<file path="config.mk">
export PLATFORM = sky130hd
export DESIGN_NAME = psdl_loader
export DESIGN_NICKNAME = d
export VERILOG_FILES = /design/src/design/psdl_pkg.sv /design/src/design/psdl_sync.sv /design/src/design/psdl_loader.sv
export SDC_FILE = /design/constraint.sdc
export NUM_CORES = 1
export LEC_CHECK = 0
export ABC_AREA = 0
export ABC_CLOCK_PERIOD_IN_PS = 1700
export BUFFER_PORTS_ARGS = -buffer_cell sky130_fd_sc_hd__buf_2
export CORE_MARGIN = 4
export CORE_UTILIZATION = 43
export DETAILED_ROUTE_END_ITERATION = 10
export HOLD_SLACK_MARGIN = 0.1
export PLACE_DENSITY_LB_ADDON = 0.3
export SLEW_MARGIN = 20
export SYNTH_ARGS = -nofsm -noshare
export SYNTH_HDL_FRONTEND = slang
export SYNTH_SLANG_ARGS = --single-unit
</file>
<file path="constraint.sdc">
create_clock -name clk_i -period 1.7 [get_ports clk_i]
set_input_delay 0.17 -clock clk_i [delete_from_list [all_inputs] [get_ports clk_i]]
set_output_delay 0.17 -clock clk_i [all_outputs]
set_load 0.005 [all_outputs]
</file>
<file path="src/design/psdl_pkg.sv">
// Constants, types and register map of the port strap default loader
package psdl_pkg;

    // ------------------------------------------------------------
    // Register map (byte addresses)
    // ------------------------------------------------------------
    localparam int ADDR_W = 4;
    localparam logic [3:0] CTL_OFFSET = 4'h0;
    localparam logic [3:0] STAT_OFFSET = 4'h4;
    localparam logic [3:0] DFLT_OFFSET = 4'h8;

    // ------------------------------------------------------------
    // Control register fields
    // ------------------------------------------------------------
    localparam int CTL_OVERRIDE_BIT = 0;
    localparam int CTL_SW_AUTO_BIT = 1;
    localparam int CTL_SW_MDIX_BIT = 2;
    localparam int CTL_TX_PAUSE_BIT = 3;
    localparam int CTL_RX_PAUSE_BIT = 4;
    localparam int CTL_RELOAD_BIT = 8;
    localparam logic CTL_OVERRIDE_RST = 1'b0;
    localparam logic CTL_SW_AUTO_RST = 1'b1;
    localparam logic CTL_SW_MDIX_RST = 1'b0;
    localparam logic CTL_TX_PAUSE_RST = 1'b1;
    localparam logic CTL_RX_PAUSE_RST = 1'b1;

    // ------------------------------------------------------------
    // Status and defaults register fields
    // ------------------------------------------------------------
    localparam int STAT_STRAP_LSB = 0;
    localparam int STAT_LOADED_BIT = 8;
    localparam int DFLT_ADV_LSB = 0;
    localparam int DFLT_MODE_LSB = 16;
    localparam int DFLT_SPEED_BIT = 19;
    localparam int DFLT_DUPLEX_BIT = 20;
    localparam int DFLT_NEG_BIT = 21;
    localparam int DFLT_XAUTO_BIT = 22;
    localparam int DFLT_MDIX_BIT = 23;
    localparam int DFLT_P1ADV_BIT = 24;
    localparam int DFLT_P1MAN_BIT = 25;

    // ------------------------------------------------------------
    // Advertisement word layout and PHY mode codes
    // ------------------------------------------------------------
    localparam int ADV_PAUSE_BIT = 10;
    localparam int ADV_100FD_BIT = 8;
    localparam int ADV_100HD_BIT = 7;
    localparam int ADV_10FD_BIT = 6;
    localparam int ADV_10HD_BIT = 5;
    localparam logic [4:0] ADV_SELECTOR = 5'h01;
    localparam logic [2:0] MODE_ALL_CAPABLE = 3'h7;

    // ------------------------------------------------------------
    // Strap reset values and settle timing
    // ------------------------------------------------------------
    localparam logic STRAP_MANUAL_FC_DFLT = 1'b0;
    localparam logic STRAP_MANUAL_MDIX_DFLT = 1'b0;
    localparam logic STRAP_AUTONEG_DFLT = 1'b1;
    localparam logic STRAP_SPEED_DFLT = 1'b1;
    localparam int CLK_PERIOD_NS = 50;
    localparam int STRAP_SETTLE_NS = 150;
    localparam int SETTLE_CYC = (STRAP_SETTLE_NS + CLK_PERIOD_NS - 1) / CLK_PERIOD_NS;

    // ------------------------------------------------------------
    // Types
    // ------------------------------------------------------------
    typedef struct packed {
        logic duplex;
        logic speed;
        logic autoneg;
        logic manual_mdix;
        logic auto_mdix;
        logic manual_fc;
    } psdl_strap_s;

    typedef struct packed {
        logic rx_pause;
        logic tx_pause;
        logic sw_mdix;
        logic sw_auto;
        logic override;
    } psdl_ctl_s;

    typedef enum logic [1:0] {
        PS_SETTLE,
        PS_CAPTURE,
        PS_READY
    } psdl_state_e;

endpackage

</file>
<file path="src/design/psdl_sync.sv">
// Two flip-flop synchroniser for the strap pins
`timescale 1ns/1ps
`default_nettype none

module psdl_sync #(
    parameter int WIDTH = 6
) (
    // Clock and reset
    input wire logic clk_i,
    input wire logic rst_i,
    // Asynchronous levels in, synchronised levels out
    input wire logic [WIDTH-1:0] async_i,
    output logic [WIDTH-1:0] sync_o
);

    logic [WIDTH-1:0] meta_r;

    always_ff @(posedge clk_i) begin
        if (rst_i) begin
            meta_r <= '0;
            sync_o <= '0;
        end else begin
            meta_r <= async_i;
            sync_o <= meta_r;
        end
    end

endmodule

`default_nettype wire

</file>
<file path="src/design/psdl_loader.sv">
// Strap capture and reset default loader for port 1 pause and port 2 PHY bits
`timescale 1ns/1ps
`default_nettype none

// Overview of operation
// - Manual pause strap low: advertise symmetric pause
// - Strap high: use tx/rx bits, clear advert
// - Override clear: crossover strap sets auto enable
// - Override set: crossover strap ignored
// - Override clear, no auto crossover: manual strap picks MDI/MDIX
// - Negotiation strap sets negotiation enable default
// - Negotiation strap shapes duplex, advert, mode
// - Speed strap sets speed-select low bit
// - Speed strap shapes 10BASE-T advert bits
module psdl_loader (
    // Clock and reset
    input wire logic clk_i,
    input wire logic rst_i,
    // Strap pins
    input wire logic port1_manual_pause_select_strap_i,
    input wire logic port2_auto_mdix_strap_i,
    input wire logic port2_manual_mdix_strap_i,
    input wire logic port2_negotiation_strap_i,
    input wire logic port2_speed_strap_i,
    input wire logic port2_duplex_strap_i,
    // Negotiated pause result for port 1
    input wire logic port1_an_tx_pause_i,
    input wire logic port1_an_rx_pause_i,
    // Avalon-MM slave
    input wire logic [psdl_pkg::ADDR_W-1:0] avs_address_i,
    input wire logic avs_read_i,
    input wire logic avs_write_i,
    input wire logic [31:0] avs_writedata_i,
    input wire logic [3:0] avs_byteenable_i,
    output logic [31:0] avs_readdata_o,
    output logic avs_waitrequest_o,
    // Port 1 pause control
    output logic port1_manual_pause_select_o,
    output logic port1_advert_pause_o,
    output logic port1_tx_pause_enable_o,
    output logic port1_rx_pause_enable_o,
    // Port 2 PHY defaults
    output logic [15:0] port2_advert_o,
    output logic port2_crossover_auto_o,
    output logic port2_mdix_select_o,
    output logic port2_negotiation_enable_o,
    output logic port2_speed_select_low_o,
    output logic port2_duplex_select_o,
    output logic [2:0] port2_phy_mode_o,
    output logic defaults_valid_o
);

    // ------------------------------------------------------------
    // Strap synchronisers
    // ------------------------------------------------------------
    psdl_pkg::psdl_strap_s strap_pins;
    psdl_pkg::psdl_strap_s strap_sync;
    psdl_pkg::psdl_strap_s cap_r;
    psdl_pkg::psdl_ctl_s ctl_r;
    psdl_pkg::psdl_state_e state_r;
    logic [1:0] settle_cnt_r;
    logic loaded_r;
    logic reload_req;
    logic bus_req;
    logic bus_hit;
    logic [1:0] word_sel;
    logic [31:0] rd_mux;
    logic adv10;
    logic [15:0] adv_nxt;

    assign strap_pins = '{
        duplex: port2_duplex_strap_i,
        speed: port2_speed_strap_i,
        autoneg: port2_negotiation_strap_i,
        manual_mdix: port2_manual_mdix_strap_i,
        auto_mdix: port2_auto_mdix_strap_i,
        manual_fc: port1_manual_pause_select_strap_i
    };

    psdl_sync #(
        .WIDTH($bits(psdl_pkg::psdl_strap_s))
    ) u_sync (
        .clk_i(clk_i),
        .rst_i(rst_i),
        .async_i(strap_pins),
        .sync_o(strap_sync)
    );

    // ------------------------------------------------------------
    // Load sequencer
    // ------------------------------------------------------------
    always_ff @(posedge clk_i) begin
        if (rst_i) begin
            state_r <= psdl_pkg::PS_SETTLE;
            settle_cnt_r <= '0;
        end else if (reload_req) begin
            state_r <= psdl_pkg::PS_SETTLE;
            settle_cnt_r <= '0;
        end else begin
            unique case (state_r)
                psdl_pkg::PS_SETTLE: begin
                    settle_cnt_r <= settle_cnt_r + 2'd1;
                    if (settle_cnt_r == 2'(psdl_pkg::SETTLE_CYC - 1)) begin
                        state_r <= psdl_pkg::PS_CAPTURE;
                    end
                end
                psdl_pkg::PS_CAPTURE: begin
                    state_r <= psdl_pkg::PS_READY;
                end
                psdl_pkg::PS_READY: begin
                    state_r <= psdl_pkg::PS_READY;
                end
            endcase
        end
    end

    // Capture and loaded flag
    always_ff @(posedge clk_i) begin
        if (rst_i) begin
            cap_r <= '{
                duplex: 1'b1,
                speed: psdl_pkg::STRAP_SPEED_DFLT,
                autoneg: psdl_pkg::STRAP_AUTONEG_DFLT,
                manual_mdix: psdl_pkg::STRAP_MANUAL_MDIX_DFLT,
                auto_mdix: 1'b0,
                manual_fc: psdl_pkg::STRAP_MANUAL_FC_DFLT
            };
            loaded_r <= 1'b0;
        end else if (reload_req) begin
            loaded_r <= 1'b0;
        end else if (state_r == psdl_pkg::PS_CAPTURE) begin
            cap_r <= strap_sync;
        end else if (state_r == psdl_pkg::PS_READY) begin
            // One cycle late so crossover and pause outputs have settled
            loaded_r <= 1'b1;
        end
    end

    // ------------------------------------------------------------
    // Derived defaults
    // ------------------------------------------------------------
    assign adv10 = !strap_sync.autoneg || !strap_sync.speed;

    always_comb begin
        adv_nxt = '0;
        adv_nxt[4:0] = psdl_pkg::ADV_SELECTOR;
        adv_nxt[psdl_pkg::ADV_10HD_BIT] = adv10;
        adv_nxt[psdl_pkg::ADV_10FD_BIT] = adv10 && strap_sync.duplex;
        adv_nxt[psdl_pkg::ADV_100HD_BIT] = strap_sync.speed;
        adv_nxt[psdl_pkg::ADV_100FD_BIT] = strap_sync.speed && strap_sync.duplex;
    end

    always_ff @(posedge clk_i) begin
        if (rst_i) begin
            port2_advert_o <= '0;
            port2_negotiation_enable_o <= psdl_pkg::STRAP_AUTONEG_DFLT;
            port2_speed_select_low_o <= psdl_pkg::STRAP_SPEED_DFLT;
            port2_duplex_select_o <= 1'b1;
            port2_phy_mode_o <= psdl_pkg::MODE_ALL_CAPABLE;
            port1_manual_pause_select_o <= psdl_pkg::STRAP_MANUAL_FC_DFLT;
            port1_advert_pause_o <= 1'b0;
        end else if (state_r == psdl_pkg::PS_CAPTURE) begin
            port2_advert_o <= adv_nxt;
            port2_negotiation_enable_o <= strap_sync.autoneg;
            port2_speed_select_low_o <= strap_sync.speed;
            port2_duplex_select_o <= strap_sync.duplex || strap_sync.autoneg;
            if (strap_sync.autoneg) begin
                port2_phy_mode_o <= psdl_pkg::MODE_ALL_CAPABLE;
            end else begin
                port2_phy_mode_o <= {1'b0, strap_sync.speed, strap_sync.duplex};
            end
            port1_manual_pause_select_o <= strap_sync.manual_fc;
            port1_advert_pause_o <= !strap_sync.manual_fc;
        end
    end

    assign defaults_valid_o = loaded_r;

    // ------------------------------------------------------------
    // Live crossover and pause selection
    // ------------------------------------------------------------
    always_ff @(posedge clk_i) begin
        if (rst_i) begin
            port2_crossover_auto_o <= 1'b0;
            port2_mdix_select_o <= 1'b0;
        end else if (ctl_r.override) begin
            port2_crossover_auto_o <= ctl_r.sw_auto;
            port2_mdix_select_o <= ctl_r.sw_mdix;
        end else begin
            port2_crossover_auto_o <= cap_r.auto_mdix;
            port2_mdix_select_o <= cap_r.auto_mdix ? 1'b0 : cap_r.manual_mdix;
        end
    end

    always_ff @(posedge clk_i) begin
        if (rst_i) begin
            port1_tx_pause_enable_o <= 1'b0;
            port1_rx_pause_enable_o <= 1'b0;
        end else if (port1_manual_pause_select_o) begin
            port1_tx_pause_enable_o <= ctl_r.tx_pause;
            port1_rx_pause_enable_o <= ctl_r.rx_pause;
        end else begin
            port1_tx_pause_enable_o <= port1_an_tx_pause_i;
            port1_rx_pause_enable_o <= port1_an_rx_pause_i;
        end
    end

    // ------------------------------------------------------------
    // Avalon-MM slave
    // ------------------------------------------------------------
    assign bus_req = avs_read_i || avs_write_i;
    assign word_sel = avs_address_i[3:2];
    assign bus_hit = avs_address_i[1:0] == 2'b00 && word_sel != 2'b11;
    assign reload_req = avs_write_i && !avs_waitrequest_o && bus_hit
        && avs_address_i == psdl_pkg::CTL_OFFSET && avs_byteenable_i[1]
        && avs_writedata_i[psdl_pkg::CTL_RELOAD_BIT];

    always_ff @(posedge clk_i) begin
        if (rst_i) begin
            avs_waitrequest_o <= 1'b1;
        end else if (!avs_waitrequest_o) begin
            avs_waitrequest_o <= 1'b1;
        end else if (bus_req && loaded_r) begin
            avs_waitrequest_o <= 1'b0;
        end
    end

    always_ff @(posedge clk_i) begin
        if (rst_i) begin
            ctl_r <= '{
                rx_pause: psdl_pkg::CTL_RX_PAUSE_RST,
                tx_pause: psdl_pkg::CTL_TX_PAUSE_RST,
                sw_mdix: psdl_pkg::CTL_SW_MDIX_RST,
                sw_auto: psdl_pkg::CTL_SW_AUTO_RST,
                override: psdl_pkg::CTL_OVERRIDE_RST
            };
        end else if (avs_write_i && !avs_waitrequest_o && avs_byteenable_i[0]
                     && avs_address_i == psdl_pkg::CTL_OFFSET) begin
            ctl_r.override <= avs_writedata_i[psdl_pkg::CTL_OVERRIDE_BIT];
            ctl_r.sw_auto <= avs_writedata_i[psdl_pkg::CTL_SW_AUTO_BIT];
            ctl_r.sw_mdix <= avs_writedata_i[psdl_pkg::CTL_SW_MDIX_BIT];
            ctl_r.tx_pause <= avs_writedata_i[psdl_pkg::CTL_TX_PAUSE_BIT];
            ctl_r.rx_pause <= avs_writedata_i[psdl_pkg::CTL_RX_PAUSE_BIT];
        end
    end

    always_comb begin
        rd_mux = '0;
        if (bus_hit) begin
            unique case (word_sel)
                2'd0: begin
                    rd_mux[psdl_pkg::CTL_OVERRIDE_BIT] = ctl_r.override;
                    rd_mux[psdl_pkg::CTL_SW_AUTO_BIT] = ctl_r.sw_auto;
                    rd_mux[psdl_pkg::CTL_SW_MDIX_BIT] = ctl_r.sw_mdix;
                    rd_mux[psdl_pkg::CTL_TX_PAUSE_BIT] = ctl_r.tx_pause;
                    rd_mux[psdl_pkg::CTL_RX_PAUSE_BIT] = ctl_r.rx_pause;
                end
                2'd1: begin
                    rd_mux[psdl_pkg::STAT_STRAP_LSB +: 6] = cap_r;
                    rd_mux[psdl_pkg::STAT_LOADED_BIT] = loaded_r;
                end
                2'd2: begin
                    rd_mux[psdl_pkg::DFLT_ADV_LSB +: 16] = port2_advert_o;
                    rd_mux[psdl_pkg::DFLT_MODE_LSB +: 3] = port2_phy_mode_o;
                    rd_mux[psdl_pkg::DFLT_SPEED_BIT] = port2_speed_select_low_o;
                    rd_mux[psdl_pkg::DFLT_DUPLEX_BIT] = port2_duplex_select_o;
                    rd_mux[psdl_pkg::DFLT_NEG_BIT] = port2_negotiation_enable_o;
                    rd_mux[psdl_pkg::DFLT_XAUTO_BIT] = port2_crossover_auto_o;
                    rd_mux[psdl_pkg::DFLT_MDIX_BIT] = port2_mdix_select_o;
                    rd_mux[psdl_pkg::DFLT_P1ADV_BIT] = port1_advert_pause_o;
                    rd_mux[psdl_pkg::DFLT_P1MAN_BIT] = port1_manual_pause_select_o;
                end
                default: begin
                    rd_mux = '0;
                end
            endcase
        end
    end

    always_ff @(posedge clk_i) begin
        if (rst_i) begin
            avs_readdata_o <= '0;
        end else if (avs_read_i && avs_waitrequest_o && loaded_r) begin
            avs_readdata_o <= rd_mux;
        end
    end
endmodule

`default_nettype wire

</file>
==> results of run 1 <==
## layout by cell type (no fill, tap or decap), types with 2 or more instances in the layout
master and count:
ha_1 8, nand3_1 21, nor4b_4 2, mux2i_1 10, nor2b_1 14, buf_2 61, o21ai_1 5, clkbuf_8 10
o21ai_0 2, nor3_1 2, buf_4 6, dlygate4sd3_1 14, nand2b_1 6, a211o_1 2, a21oi_1 24, a22o_1 6
clkinv_2 3, conb_1 24, inv_1 6, dfxtp_1 61, nor2_1 26, nand3b_1 4, nand2_1 22, nand4_1 2
## per-layer routing
| layer | share of wire, % | track usage, % |
|---|---|---|
| met1 | 41 | 17.95 |
| met2 | 49 | 25.72 |
| met3 | 7.1 | 5.860 |
| met4 | 2.9 | 8.633 |
| met5 | 0 | 0 |
## flip-flops by register name, indices dropped and copies added, names as in the netlist, 2 cells and up
register and flops:
port2_advert_o 5, state_r 2, u_sync.sync_o 6, avs_readdata_o 17, u_sync.meta_r 6, ctl_r 5
cap_r 6, settle_cnt_r 2
## cell families (layout without fill, tap and decap cells)
logic type | Yosys count | in the layout | synth area share (%)
simple gates | 108 | 108 | 22.07
mux | 10 | 10 | 3.822
other cells | 1 | 24 | 0.1432
buf+inv | 46 | 102 | 11.04
fa+ha+maj | 8 | 8 | 3.822
flops | 61 | 61 | 46.63
compound gates | 47 | 47 | 12.14
xor+xnor | 1 | 1 | 0.3345
## cell type report
type / count / area [um^2] / area share [%]
sequential: 61 / 1221 / 38.17
multi-input combinational: 198 / 1195 / 37.35
timing repair buffer: 82 / 510.5 / 15.96
clock buffer: 10 / 137.6 / 4.302
tap: 75 / 93.84 / 2.933
inverter: 7 / 26.28 / 0.8213
clock inverter: 3 / 15.01 / 0.4693
## synth_stat cells
| library cell | n |
|---|---|
| nand2b_1 | 6 |
| inv_1 | 6 |
| a22o_1 | 6 |
| o21bai_1 | 1 |
| dfxtp_1 | 61 |
| or3_1 | 1 |
| buf_2 | 6 |
| nand3_1 | 21 |
| o21ai_1 | 5 |
| buf_4 | 29 |
| inv_2 | 1 |
| and3_1 | 1 |
| ha_1 | 8 |
| a21oi_1 | 24 |
| nor3b_1 | 1 |
| nand3b_1 | 4 |
| clkbuf_1 | 4 |
| conb_1 | 1 |
| or2_2 | 1 |
| nor3_1 | 2 |
| a22oi_1 | 1 |
| nor2_1 | 26 |
| a211oi_2 | 1 |
| xnor2_1 | 1 |
| and2_1 | 1 |
| nor4b_4 | 2 |
| a311oi_1 | 1 |
| o21ai_0 | 2 |
| a211o_1 | 2 |
| or2_1 | 1 |
| a41o_2 | 1 |
| a222oi_1 | 1 |
| mux2i_1 | 10 |
| nor3_2 | 1 |
| a211oi_1 | 1 |
| nand4b_1 | 1 |
| a41oi_4 | 1 |
| nor2b_1 | 14 |
| nand4_1 | 2 |
| nand2_1 | 22 |
| and4b_1 | 1 |
## critical path: cells and delay by family, from the launching register on
kind	cells	cell delay (ps)
adders and majority gates	1	210
and+or+nand+nor	2	380
AOI/OAI and AO/OA	1	40
buffers and inverters	2	260
DFF	1	330
## stage by stage
stage | total power (uW) | instance area (um^2) | hold WS [ps] | worst slack (ps) | utilization [%]
5_1_grt | 3801 | 3199 | 156.9 | 239.2 | 54.04
3_3_place_gp | 2544 | 2907 | 378.5 | 201.8 | 49.09
4_1_cts | 3631 | 3199 | 101.3 | 329.8 | 54.04
2_1_floorplan | 2346 | 2705 | 270.4 | 421.5 | -
6_report | 3575 | 3199 | 117.2 | 351.7 | 54.04
3_5_place_dp | 2564 | 2907 | 383.0 | 180.5 | 49.09
## worst max path at each step
stage	to	startpoint
floorplan	cap_r[0]$_SDFFE_PP0P_	avs_address_i[2]
global placement	cap_r[5]$_SDFFE_PP1P_	avs_address_i[2]
detailed placement	cap_r[1]$_SDFFE_PP0P_	avs_address_i[2]
CTS	port2_phy_mode_o[1]$_SDFFE_PP1P_	state_r[1]$_SDFFE_PP0P_
global route	cap_r[1]$_SDFFE_PP0P_	state_r[1]$_SDFFE_PP0P_
finish	port2_phy_mode_o[1]$_SDFFE_PP1P_	state_r[1]$_SDFFE_PP0P_
## where the power goes
group          switching [uW]  internal, uW  leakage (uW)
logic                     439           391      0.000797
clock network             492           535     0.0000836
registers                 121          1600      0.000498
total                    1050          2520       0.00138
==> metrics.csv, run 1 <==
metric,value,unit
core,0.005921,mm^2
via_count,2096,
hold_viol_final,0,
fill_cells,562,
max_cap_viol_count,0,
crit_chain,inv_1 > ha_1 > buf_4 > nor2_1 > a21oi_1 > or2_2,
drt-initial-drc-count,67,
fin_crit_sh,79.31,%
setup_viol,0,
io_pins,114,
antenna_left,0,
grt_usage,15.84,%
grt-ovfl-total,0,
hold_buffers,14,
wl,5480,um
hp-class,input port to register,
floorplan.initialDensity,44.23,%
grt_pass1_vias,1959,
path_clk_slew,60,ps
syn_area,0.002619,mm^2
ys_seq_area_share,46.63,%
yosys_warnings,0,
cp_slowest_cell,dfxtp_1,
clock-root-buffer,clkbuf_8,
grt_max_degree,28,
ys_top_cells_by_area,"dfxtp_1, buf_4, a21oi_1",
antenna_found_initial,0,
die_w,86.04,um
dp.cells,409,
avgSynthCellArea,9.286,um^2
hold_depth,2,
setup-tns-final,0,ps
avgRoutedWirePerCell,12.57,um
clk_latency,330,ps
cp-end-kind,register,
post_cts_buffers,0,
drive_gt1_share,24.65,%
io_buffers,61,
final_nets,419,
clk_path_buf_depth,2,
cp_data_required_time,1920,ps
reg2reg_to,port2_phy_mode_o[1]$_SDFFE_PP1P_,
areaGrowthSynthToFinish,22.17,%
fp.dieH,86.04,um
cts_buffers,9,
rrSetupSlack,350,ps
grt_pass1_wl,9045,um
cts_htree_levels,3,
power_leakage,0.001379,uW
post-dp-hpwl,3884,um
instances_no_fill,436,
critPathArrivalTime,1560,ps
p_per_area,1117,mW/mm^2
start_kind,register,
post_cts_resized,0,
finalCriticalPeriod,1348,ps
fp-row-count,28,
vdd_drop_max,0.5703,mV
maxSlewViolCount,0,
viasPerCell,4.807,
rsz0062_at_grt,false,
criticalPathCategory,register to register,
synth_cells,282,
dieArea,0.007403,mm^2
timing.rr.start,state_r[1]$_SDFFE_PP0P_,
ys_types,41,
synth_top_area_share,46.63,%
status,finished clean,
min_to,avs_waitrequest_o$_SDFF_PP1_,
yosysTopAreaCell,dfxtp_1,
post-route-drc-count,0,
clock-sinks,61,
first_pass_iters,4,
cp_slowest_stage_delay,330,ps
fin_skew,5.746,ps
finalWeightedCongestion,0.7735,
tritoncts,done,
crit_fanout,13,
ys_seq_elements,61,
antenna_cells,0,
fmax,741.7,MHz
r2r_cells,6,
hold_start,avs_write_i,
Note: power is estimated with default switching activity, not from simulation.
==> run 2: changes to the inputs <==
Settings changed: ABC_CLOCK_PERIOD_IN_PS 1700 to 1400.
Clock period 1.7 ns to 1.4 ns, I/O delays scaled along.
==> metrics.csv, run 2 (synthesis results as in run 1) <==
metric,value,unit
instances_no_fill,448,
fp.dieH,86.04,um
grt_pass1_vias,1965,
dp.cells,417,
clk_path_buf_depth,2,
top_register,avs_readdata_o,
rrSetupSlack,70,ps
drive_gt1_share,26.27,%
final_util,55.71,%
cts_htree_levels,3,
combPwrFrac,25.7,%
critPathLaunch,defaults_valid_o$_SDFFE_PP0P_,
via_count,2120,
max_cap_viol_count,0,
reg2reg_to,avs_waitrequest_o$_SDFF_PP1_,
finalCriticalPeriod,1330,ps
p_sw,1309,uW
power_leakage,0.001426,uW
wl,5641,um
drt-initial-drc-count,82,
use_met1,18.59,%
path_clk_slew,60,ps
areaGrowthSynthToFinish,25.94,%
met2_usage,26.21,%
globalRouteMet3Util,4.323,%
antenna_left,0,
antenna_cells,0,
clk_latency,320,ps
cts_buffers,9,
fin_crit_sh,95.02,%
final_cell_mix,"dfxtp_1, buf_2, nor2_1",
antenna_found_initial,0,
floorplan.initialDensity,44.23,%
dieArea,0.007403,mm^2
final_nets,429,
die_w,86.04,um
grt_usage,15.80,%
largest_register_ffs,17,
vdd_drop_max,0.8328,mV
setup_viol,0,
finalWeightedCongestion,0.7172,
grt-busiest-layer,met2,
grt_pass1_wl,9121,um
setup.worst_path.end,avs_waitrequest_o$_SDFF_PP1_,
hp-class,input port to register,
fp-row-count,28,
hold_depth,2,
fin_hold_ws,265.1,ps
hold_start,rst_i,
post-dp-hpwl,4060,um
fin_skew,4.695,ps
cp-end-kind,register,
avgRoutedWirePerCell,12.59,um
clock-root-buffer,clkbuf_8,
fmax,751.8,MHz
p_sw_share,29.00,%
p_per_area,1369,mW/mm^2
start_kind,register,
first_pass_iters,4,
io_buffers,61,
criticalPathCategory,register to register,
timing.rr.start,defaults_valid_o$_SDFFE_PP0P_,
grt_max_degree,32,
status,finished clean,
setup-tns-final,0,ps
r2r_cells,5,
grt-ovfl-total,0,
power.share.clock,28.4,%
rsz0062_at_grt,false,
critPathArrivalTime,1540,ps
viasPerCell,4.732,
core,0.005921,mm^2
maxSlewViolCount,0,
post-route-drc-count,0,
internal-power,3205,uW
seq_power_share,45.8,%
clock-sinks,61,
tritoncts,done,
hold_viol_final,0,
io_pins,114,
cp_data_required_time,1610,ps
crit_fanout,5,
==> run 2: cell count changes in the layout (fill, tap and decap cells not counted) <==
cell | before | now
buf_12 | 1 | 2
buf_4 | 6 | 14
clkbuf_1 | 0 | 3
ha_2 | 0 | 1
ha_1 | 8 | 7
dlygate4sd3_1 | 14 | 15
clkinv_2 | 3 | 2
==> run 2: what timing repair did <==
item,4_1_cts,5_1_grt
gates resized for setup,0,1
setup buffers,0,1
hold buffers,15,0
hold endpoints to repair,14,0
endpoints found under the setup margin,0,4
==> run 2: how the worst min path moves through the flow <==
stage / end / slack [ps]
2_1_floorplan: avs_waitrequest_o$_SDFF_PP1_ / 240
5_1_grt: state_r[1]$_SDFFE_PP0P_ / 280
4_1_cts: avs_readdata_o[5]$_SDFFE_PP0P_ / 250
6_report: u_sync.meta_r[1]$_SDFF_PP0_ / 270
3_5_place_dp: u_sync.meta_r[1]$_SDFF_PP0_ / 350
3_3_place_gp: u_sync.meta_r[1]$_SDFF_PP0_ / 350
==> run 2: cell type report <==
type                    count  area [um^2]
fillers                   539         2623
flip-flops and latches     61         1221
multi-input cells         198         1197
repair buffers             92        600.6
clock buffers              13        148.9
well taps                  75        93.84
inverters                   7        26.28
clock inverters             2        10.01
==> run 2: stage by stage <==
stage,cell area [um^2],power [uW],worst slack [ps]
final,3298,4514,69.79
after global routing,3298,4789,0.7365
after CTS,3276,4509,53.04
after detailed placement,2967,3188,-80.02
after global placement,2967,3155,-44.75
after floorplan,2705,2848,151.5
==> run 2: routing by layer <==
layer,share of wire [%],routed length [um]
met1,42,2351
met2,50,2832
met3,6.5,364
met4,1.6,92
met5,0,0
==> run 2: critical path, cell delays in order (launching register included) <==
cell	delay (ps)
dfxtp_1	320
buf_4	130
nand2_1	50
nor2_1	70
o21ai_0	80
dlygate4sd3_1	560
==> run 2: power by group through the flow <==
| stage | Sequential [uW] | Clock [uW] | Combinational [uW] |
|---|---|---|---|
| floorplan | 2100 | 0 | 748 |
| global placement | 2110 | 0 | 1050 |
| detailed placement | 2110 | 0 | 1080 |
| CTS | 2070 | 1320 | 1110 |
| global route | 2100 | 1400 | 1290 |
| finish | 2070 | 1280 | 1160 |
